### src/hdl/sctl_pkg.sv
package sctl_pkg;

    // ==========================================================
    // Geometry
    // ==========================================================
    localparam int INDEX_W = 11;
    localparam int DATA_W  = 8;
    localparam int WORDS   = 2048;

    // ==========================================================
    // Timing, fastest grade
    // ==========================================================
    localparam int CLK_PERIOD_NS            = 100;
    localparam int READ_CYCLE_MIN_NS        = 90;
    localparam int INDEX_ACCESS_MAX_NS      = 90;
    localparam int OUT_ENABLE_MAX_NS        = 35;
    localparam int SELECT_TO_WRITE_END_MIN_NS = 60;
    localparam int WRITE_PULSE_MIN_NS       = 55;
    localparam int WRITE_CYCLE_MIN_NS       = 90;
    localparam int INDEX_SETUP_MIN_NS       = 20;
    localparam int DATA_SETUP_MIN_NS        = 30;
    localparam int STROBE_TO_FLOAT_MAX_NS   = 25;
    localparam int DESELECT_FLOAT_MAX_NS    = 40;

    // Least times round up, and every phase lasts at least one cycle.
    function automatic int cyc_up(input int ns);
        int c;
        c = (ns + CLK_PERIOD_NS - 1) / CLK_PERIOD_NS;
        return (c < 1) ? 1 : c;
    endfunction

    localparam int SETUP_CYC  = cyc_up(INDEX_SETUP_MIN_NS);
    localparam int PULSE_CYC  = cyc_up(WRITE_PULSE_MIN_NS > SELECT_TO_WRITE_END_MIN_NS ?
                                       WRITE_PULSE_MIN_NS : SELECT_TO_WRITE_END_MIN_NS);
    localparam int ACCESS_CYC = cyc_up(INDEX_ACCESS_MAX_NS);
    localparam int RECOV_CYC  = cyc_up(DESELECT_FLOAT_MAX_NS);
    localparam int CNT_W      = 4;

    // ==========================================================
    // Carriers
    // ==========================================================
    typedef struct packed {
        logic               write;
        logic [INDEX_W-1:0] index;
        logic [DATA_W-1:0]  data;
    } sctl_req_t;

    typedef struct packed {
        logic               select_n;
        logic               strobe_n;
        logic               drive_n;
        logic [INDEX_W-1:0] word_index;
    } sctl_pins_t;

    localparam sctl_pins_t PINS_IDLE = '{select_n: 1'b1, strobe_n: 1'b1,
                                         drive_n: 1'b1, word_index: '0};

endpackage

### src/hdl/sctl_ctrl.sv
`timescale 1ns/1ps
// Operation
// - Write only while select and strobe both low; end-of-overlap data stored.
// - Host keeps strobe high in reads; select and drive low return data.
// - Drive control may be either level in a write; high keeps outputs off.
// - Host gives a valid index no later than the select transition.
// - Read data valid within 90 ns; reads spaced at least 90 ns.
// - Host holds select low 60 ns before write end; writes 90 ns apart.
// - Host holds select and strobe overlap at least 55 ns.
module sctl_ctrl
    import sctl_pkg::*;
(
    input  wire logic              clk_in,          // 10 MHz system clock.
    input  wire logic              reset_n_in,      // Asynchronous reset, active low.
    input  wire logic              ce_in,           // Clock enable; low freezes all state but the two reset release stages.
    input  wire sctl_req_t         req_in,          // Request: write flag, index, data.
    input  wire logic              req_valid_in,    // Request offered.
    output logic                   req_ready_out,   // Request taken when valid and ready.
    output logic [DATA_W-1:0]      rd_data_out,     // Read data.
    output logic                   rd_valid_out,    // One-cycle pulse with read data.
    output logic                   select_n_out,    // Device select, active low.
    output logic                   strobe_n_out,    // Write strobe, active low.
    output logic                   drive_n_out,     // Output drive control, active low.
    output logic [INDEX_W-1:0]     word_index_out,  // Word index.
    input  wire logic [DATA_W-1:0] data_lines_in,   // Data lines as seen on the wire.
    output logic [DATA_W-1:0]      data_lines_out,  // Data the host drives.
    output logic                   data_lines_oe_out // High while the host drives the lines.
);

    // Every access passes through RECOVER, so requests are never back to back.
    typedef enum logic [2:0] {
        ST_IDLE, ST_WSETUP, ST_WPULSE, ST_WHOLD, ST_RACCESS, ST_RECOVER
    } sctl_state_t;

    // ==========================================================
    // Reset release
    // ==========================================================
    logic rst_meta;
    logic rst_n;

    // Two stages so the release never lands close to a clock edge.
    always_ff @(posedge clk_in or negedge reset_n_in) begin
        if (!reset_n_in) begin
            rst_meta <= 1'b0;
            rst_n    <= 1'b0;
        end else begin
            rst_meta <= 1'b1;
            rst_n    <= rst_meta;
        end
    end

    // ==========================================================
    // State and registered pins
    // ==========================================================
    // Pins travel as one struct so a single flop group launches them together.
    sctl_state_t      state;
    sctl_state_t      next_state;
    sctl_pins_t       pins;
    sctl_pins_t       next_pins;
    sctl_req_t        held;
    logic             oe;
    logic             next_oe;
    logic             ready;
    logic             next_ready;
    logic             tmr_done;
    logic             tmr_load;
    logic [CNT_W-1:0] tmr_count;

    // Requests are taken only from IDLE; the timer alone ends each phase.
    // Phase end must not depend on the load it causes, or the decode would loop on itself.
    wire take     = ready && req_valid_in;
    wire phase_up = tmr_done;
    wire read_end = (state == ST_RACCESS) && phase_up;

    // One shared down counter times every phase, since no two phases overlap.
    sctl_timer u_timer (
        .clk_in   (clk_in),
        .rst_n_in (rst_n),
        .ce_in    (ce_in),
        .load_in  (tmr_load),
        .count_in (tmr_count),
        .done_out (tmr_done)
    );

    // ==========================================================
    // Sequencer
    // ==========================================================
    // Each phase lasts a whole number of 100 ns cycles, so every least time is met by one cycle.
    // The timer is loaded only where a phase ends, so no phase restarts part way.
    always_comb begin
        next_state = state;
        next_pins  = pins;
        next_oe    = oe;
        next_ready = 1'b0;
        tmr_load   = 1'b0;
        tmr_count  = '0;
        case (state)
            ST_IDLE: begin
                next_ready = 1'b1;
                if (take) begin
                    next_ready            = 1'b0;
                    next_pins.word_index  = req_in.index;
                    tmr_load              = 1'b1;
                    if (req_in.write) begin
                        // Index settles with select still high; strobe stays high.
                        next_pins.drive_n = 1'b1;
                        next_oe           = 1'b1;
                        tmr_count         = CNT_W'(SETUP_CYC);
                        next_state        = ST_WSETUP;
                    end else begin
                        // Index and select change together, strobe held high.
                        next_pins.select_n = 1'b0;
                        next_pins.strobe_n = 1'b1;
                        next_pins.drive_n  = 1'b0;
                        tmr_count          = CNT_W'(ACCESS_CYC);
                        next_state         = ST_RACCESS;
                    end
                end
            end
            ST_WSETUP: if (phase_up) begin
                // Select and strobe fall together, so the memory never drives.
                next_pins.select_n = 1'b0;
                next_pins.strobe_n = 1'b0;
                tmr_load           = 1'b1;
                tmr_count          = CNT_W'(PULSE_CYC);
                next_state         = ST_WPULSE;
            end
            ST_WPULSE: if (phase_up) begin
                // Both rise together; the data is held one more cycle past the end.
                next_pins.select_n = 1'b1;
                next_pins.strobe_n = 1'b1;
                tmr_load           = 1'b1;
                tmr_count          = CNT_W'(1);
                next_state         = ST_WHOLD;
            end
            ST_WHOLD: if (phase_up) begin
                // The host lets go of the data lines a cycle after the strobe has risen.
                next_oe    = 1'b0;
                tmr_load   = 1'b1;
                tmr_count  = CNT_W'(RECOV_CYC);
                next_state = ST_RECOVER;
            end
            ST_RACCESS: if (phase_up) begin
                // Deselect ends the read and lets the memory idle in standby.
                next_pins.select_n = 1'b1;
                next_pins.drive_n  = 1'b1;
                tmr_load           = 1'b1;
                tmr_count          = CNT_W'(RECOV_CYC);
                next_state         = ST_RECOVER;
            end
            ST_RECOVER: if (phase_up) begin
                // The memory's driver must be gone before the host drives again.
                next_ready = 1'b1;
                next_state = ST_IDLE;
            end
            default: begin
                next_state = ST_IDLE;
                next_pins  = PINS_IDLE;
                next_oe    = 1'b0;
            end
        endcase
    end

    // State, pins and ready move together, so every pin edge lands on a clock edge.
    always_ff @(posedge clk_in or negedge rst_n) begin
        if (!rst_n) begin
            state <= ST_IDLE;
            pins  <= PINS_IDLE;
            oe    <= 1'b0;
            ready <= 1'b0;
        end else if (ce_in) begin
            state <= next_state;
            pins  <= next_pins;
            oe    <= next_oe;
            ready <= next_ready;
        end
    end

    // ==========================================================
    // Write data and read capture
    // ==========================================================
    // Capturing at the end of the access phase samples after the full 90 ns access time.
    always_ff @(posedge clk_in or negedge rst_n) begin
        if (!rst_n) begin
            held         <= '0;
            rd_data_out  <= '0;
            rd_valid_out <= 1'b0;
        end else if (ce_in) begin
            if (take) begin
                held <= req_in;
            end
            rd_valid_out <= read_end;
            if (read_end) begin
                rd_data_out <= data_lines_in;
            end
        end
    end

    // ==========================================================
    // Outputs
    // ==========================================================
    // Every pin is a flop output, so no decode glitch ever reaches the memory.
    assign req_ready_out     = ready;
    assign select_n_out      = pins.select_n;
    assign strobe_n_out      = pins.strobe_n;
    assign drive_n_out       = pins.drive_n;
    assign word_index_out    = pins.word_index;
    assign data_lines_out    = held.data;
    assign data_lines_oe_out = oe;

endmodule

### src/hdl/sctl_timer.sv
`timescale 1ns/1ps
module sctl_timer
    import sctl_pkg::*;
(
    input  wire logic             clk_in,    // System clock.
    input  wire logic             rst_n_in,  // Synchronised reset, active low.
    input  wire logic             ce_in,     // Clock enable.
    input  wire logic             load_in,   // Load a new count.
    input  wire logic [CNT_W-1:0] count_in,  // Cycles to wait.
    output logic                  done_out   // High when one cycle or none is left.
);

    logic [CNT_W-1:0] remain;

    // ==========================================================
    // Down counter
    // ==========================================================
    // The phase ends in the cycle the counter reads one, so a load of N spans N cycles.
    always_ff @(posedge clk_in or negedge rst_n_in) begin
        if (!rst_n_in) begin
            remain <= '0;
        end else if (ce_in) begin
            if (load_in) begin
                remain <= count_in;
            end else if (remain != '0) begin
                remain <= remain - 1'b1;
            end
        end
    end

    assign done_out = (remain <= CNT_W'(1));

endmodule

### config.mk
export PLATFORM = sky130hd
export DESIGN_NAME = sctl_ctrl
export DESIGN_NICKNAME = d
export VERILOG_FILES = /design/src/hdl/sctl_pkg.sv /design/src/hdl/sctl_ctrl.sv /design/src/hdl/sctl_timer.sv
export SDC_FILE = /design/constraint.sdc
export NUM_CORES = 1
export LEC_CHECK = 0
export ABC_AREA = 1
export BUFFER_PORTS_ARGS = -buffer_cell sky130_fd_sc_hd__buf_2
export CAP_MARGIN = 20
export CORE_ASPECT_RATIO = 1.1
export CORE_MARGIN = 8
export CORE_UTILIZATION = 46
export CTS_CLUSTER_DIAMETER = 60
export CTS_CLUSTER_SIZE = 25
export DETAILED_ROUTE_END_ITERATION = 8
export GPL_ROUTABILITY_DRIVEN = 0
export PLACE_DENSITY = 0.74
export SLEW_MARGIN = 20
export SYNTH_ARGS = -nofsm -noshare
export SYNTH_HDL_FRONTEND = slang
export SYNTH_SLANG_ARGS = --single-unit
### constraint.sdc
create_clock -name clk_in -period 1.34 [get_ports clk_in]
set_clock_uncertainty 0.05 [all_clocks]
set_input_delay 0.134 -clock clk_in [delete_from_list [all_inputs] [get_ports clk_in]]
set_output_delay 0.134 -clock clk_in [all_outputs]
set_load 0.02 [all_outputs]
==> flow_summary.ini <==
[worst_setup_path]
crit_fanout = 4
critPathKind = reg -> reg
critPathCaptureType = flop
critPathMaxStageDelay_ps = 420
required_ps = 1520
critPathArrivalTime_ps = 1760
cp_slowest_cell = dfrtp_1
reg2reg_depth = 8
crit_path_start_kind = flop
cp_num_cells = 8
crit_chain = nor2_2, nand2_2, buf_4, nor2_1, inv_1, o21ai_0, nand2_1, nand2_1
cp_common_cell = nand2_1
cp_top_family = simple AND/OR/NAND/NOR gates
regToRegSetupSlack_ps = -230
cp_num_buf_inv = 2

[route]
wl_per_cell_um = 13.8
vias = 1870
first_iter_violations = 113
wirelength_um = 5350
ant_nets = 0
vias_per_cell = 4.82
drc_errors = 0
first_pass_iters = 4

[timing]
maxSlewViolCount = 0
rsz0062_at_grt = yes
final-hold-violation-count = 0
fin_crit_ps = 1570
fin_setup_tns_ps = -3230
setup_ws_ps = -233
setup_viol = 39
period_share = 1.17
fmax_mhz = 636

[pwr]
power.leakage_nw = 1.59
ir_worst_vdd_uv = 1240
internal_power_mw = 3.89
p_clk_frac = 0.114
swShare = 0.451
netSwitchingPower_mw = 3.20
power_frac_comb = 0.591
p_seq_frac = 0.295
power_density_mw_per_mm2 = 2370

[grt]
grt_start_max_net_pins = 28
grt_antenna_before_repair = 0
grt_pass1_wl_um = 8600
overflow = 0
gr-usage-all-layers = 0.156
grt_pass1_vias = 1927

[placement]
dp_hpwl_um = 3990
numPlacedInstances = 367
port_buffers = 64
placed_area_mm2 = 0.00267
place_worst_setup_slack_ps = -178

[synth]
synthCells = 227
synth.distinct_cells = 27
synth_largest_area_cell = dfrtp_1
synth_edf_count = 0
synth-seq-cells = 42
seq_area_frac_synth = 0.508
async_flop_share = 1.00
syn_avg_cell_area_um2 = 9.16
yosys_most_used_dff = dfrtp_1
synthesis.nets = 264
syn-cell-area_mm2 = 0.00208
synth_top_cells_by_count = nand2_1, dfrtp_1, inv_1
ys_warn_count = 0
synth.most_common_cell = nand2_1
synth_top_area_frac = 0.470
yosys-top-cells-area = dfrtp_1, nand2_1, inv_1

[cts]
cts_num_sinks = 42
clk_latency_ps = 290
cts_buffers = 5
clockBufferDepth = 2
clk_pin_slew_worst_paths_ps = 80
htreeDepth = 2
cts_root_buf = clkbuf_8
cts_tree = done

[cells_and_area]
nFillCells = 325
diodes = 0
fin_util = 0.692
postLayoutCellArea_mm2 = 0.00299
drive_gt1_frac = 0.509
syn2layout_area_growth_pct = 43.8
nets = 370
layout.cells.non_filler = 388

[hold_path]
hp-class = in -> reg
hold_depth = 3

[outcome]
status = finished with violations
violations = negative setup slack

[die]
io_pins = 65
rows = 25
start_util = 0.481
die_h_um = 86.5
core_mm2 = 0.00432
die-area_mm2 = 0.00693
die_x_um = 80.1

[run]
maxCapViolations = 0
metrics by stage:
stage / hold WS [ps] / total power, mW
after floorplan: -212 / 4.54
after global placement: -125 / 5.75
after detailed placement: -126 / 5.85
after CTS: 10.8 / 6.88
after global routing: 5.34 / 7.58
final: 14.6 / 7.09
worst paths after layout:
kind | start | endpoint
min in group asynchronous | reset_n_in | rst_meta
hold reg to reg | rst_n | rd_data_out[4]
hold / removal | data_lines_in[5] | rd_data_out[5]
max in group asynchronous | rst_n | select_n_out
setup / recovery | state[1] | state[0]
setup reg to reg | state[1] | state[0]
power by group through the flow:
stage	sequential, mW	combinational [mW]	clock (mW)
after global routing	2.16	4.55	0.874
final	2.09	4.19	0.805
after floorplan	2.68	1.86	0
after CTS	2.09	3.97	0.824
after detailed placement	2.10	3.75	0
after global placement	2.09	3.66	0
worst register-to-register path, stage by stage, from the launching register on:
cell and delay, ps:
dfrtp_1 420, nor2_2 160, nand2_2 120, buf_4 150, nor2_1 150, inv_1 110
o21ai_0 210, nand2_1 90, nand2_1 60
logic make-up (layout without fill, tap and decap cells):
kind of cell               Yosys count  in the layout  synth area share
AOI/OAI and AO/OA                   25             25            0.0867
xor gates and xnor gates             2              2           0.00843
adders and majority gates            5              5            0.0301
buffers and inverters               40            147            0.0849
DFF                                 42             42             0.508
muxes                                8              8            0.0433
other                                1              1           0.00180
and+or+nand+nor                    104            104             0.237
routing by layer:
| metal | vias up | share of wire | global-route usage |
|---|---|---|---|
| li1 | 930 | - | - |
| met5 | - | 0 | 0 |
| met3 | 9 | 0.048 | 0.0404 |
| met2 | 47 | 0.53 | 0.272 |
| met1 | 884 | 0.39 | 0.171 |
| met4 | 0 | 0.022 | 0.0745 |
placed cells by master, fill, tap and decap left out, types with 9 or more instances in the layout:
cell type,count
buf_2,64
nand2_1,54
dfrtp_1,39
buf_4,28
inv_1,26
nand3_2,12
o21ai_2,11
inv_2,9
nand2_2,9
nand3_1,9
layout make-up:
cell class              count  area, um2  area share
flip-flops and latches     42       1050       0.353
clock inverters             2       13.8     0.00460
clock buffers               6       72.6      0.0243
multi-input cells         145        990       0.331
repair buffers            103        653       0.219
well taps                  54       67.6      0.0226
inverters                  36        138      0.0460
repair_timing:
item / 4_1_cts / 5_1_grt
hold buffers: 8 / 0
setup buffers: 3 / 2
gates resized for setup: 17 / 16
endpoints found under the hold margin: 9 / 0
endpoints found under the setup margin: 40 / 40
pin swaps: 9 / 5
sequential cells by signal, indices dropped and copies added (netlist names):
| signal | count |
|---|---|
| data_lines_oe_out | 1 |
| data_lines_out | 8 |
| select_n_out | 1 |
| strobe_n_out | 1 |
| state | 3 |
| rd_valid_out | 1 |
| rst_meta | 1 |
| drive_n_out | 1 |
| word_index_out | 11 |
| req_ready_out | 1 |
| u_timer.remain | 4 |
| rd_data_out | 8 |
| rst_n | 1 |
No activity file was read; power rests on OpenSTA's default activity.
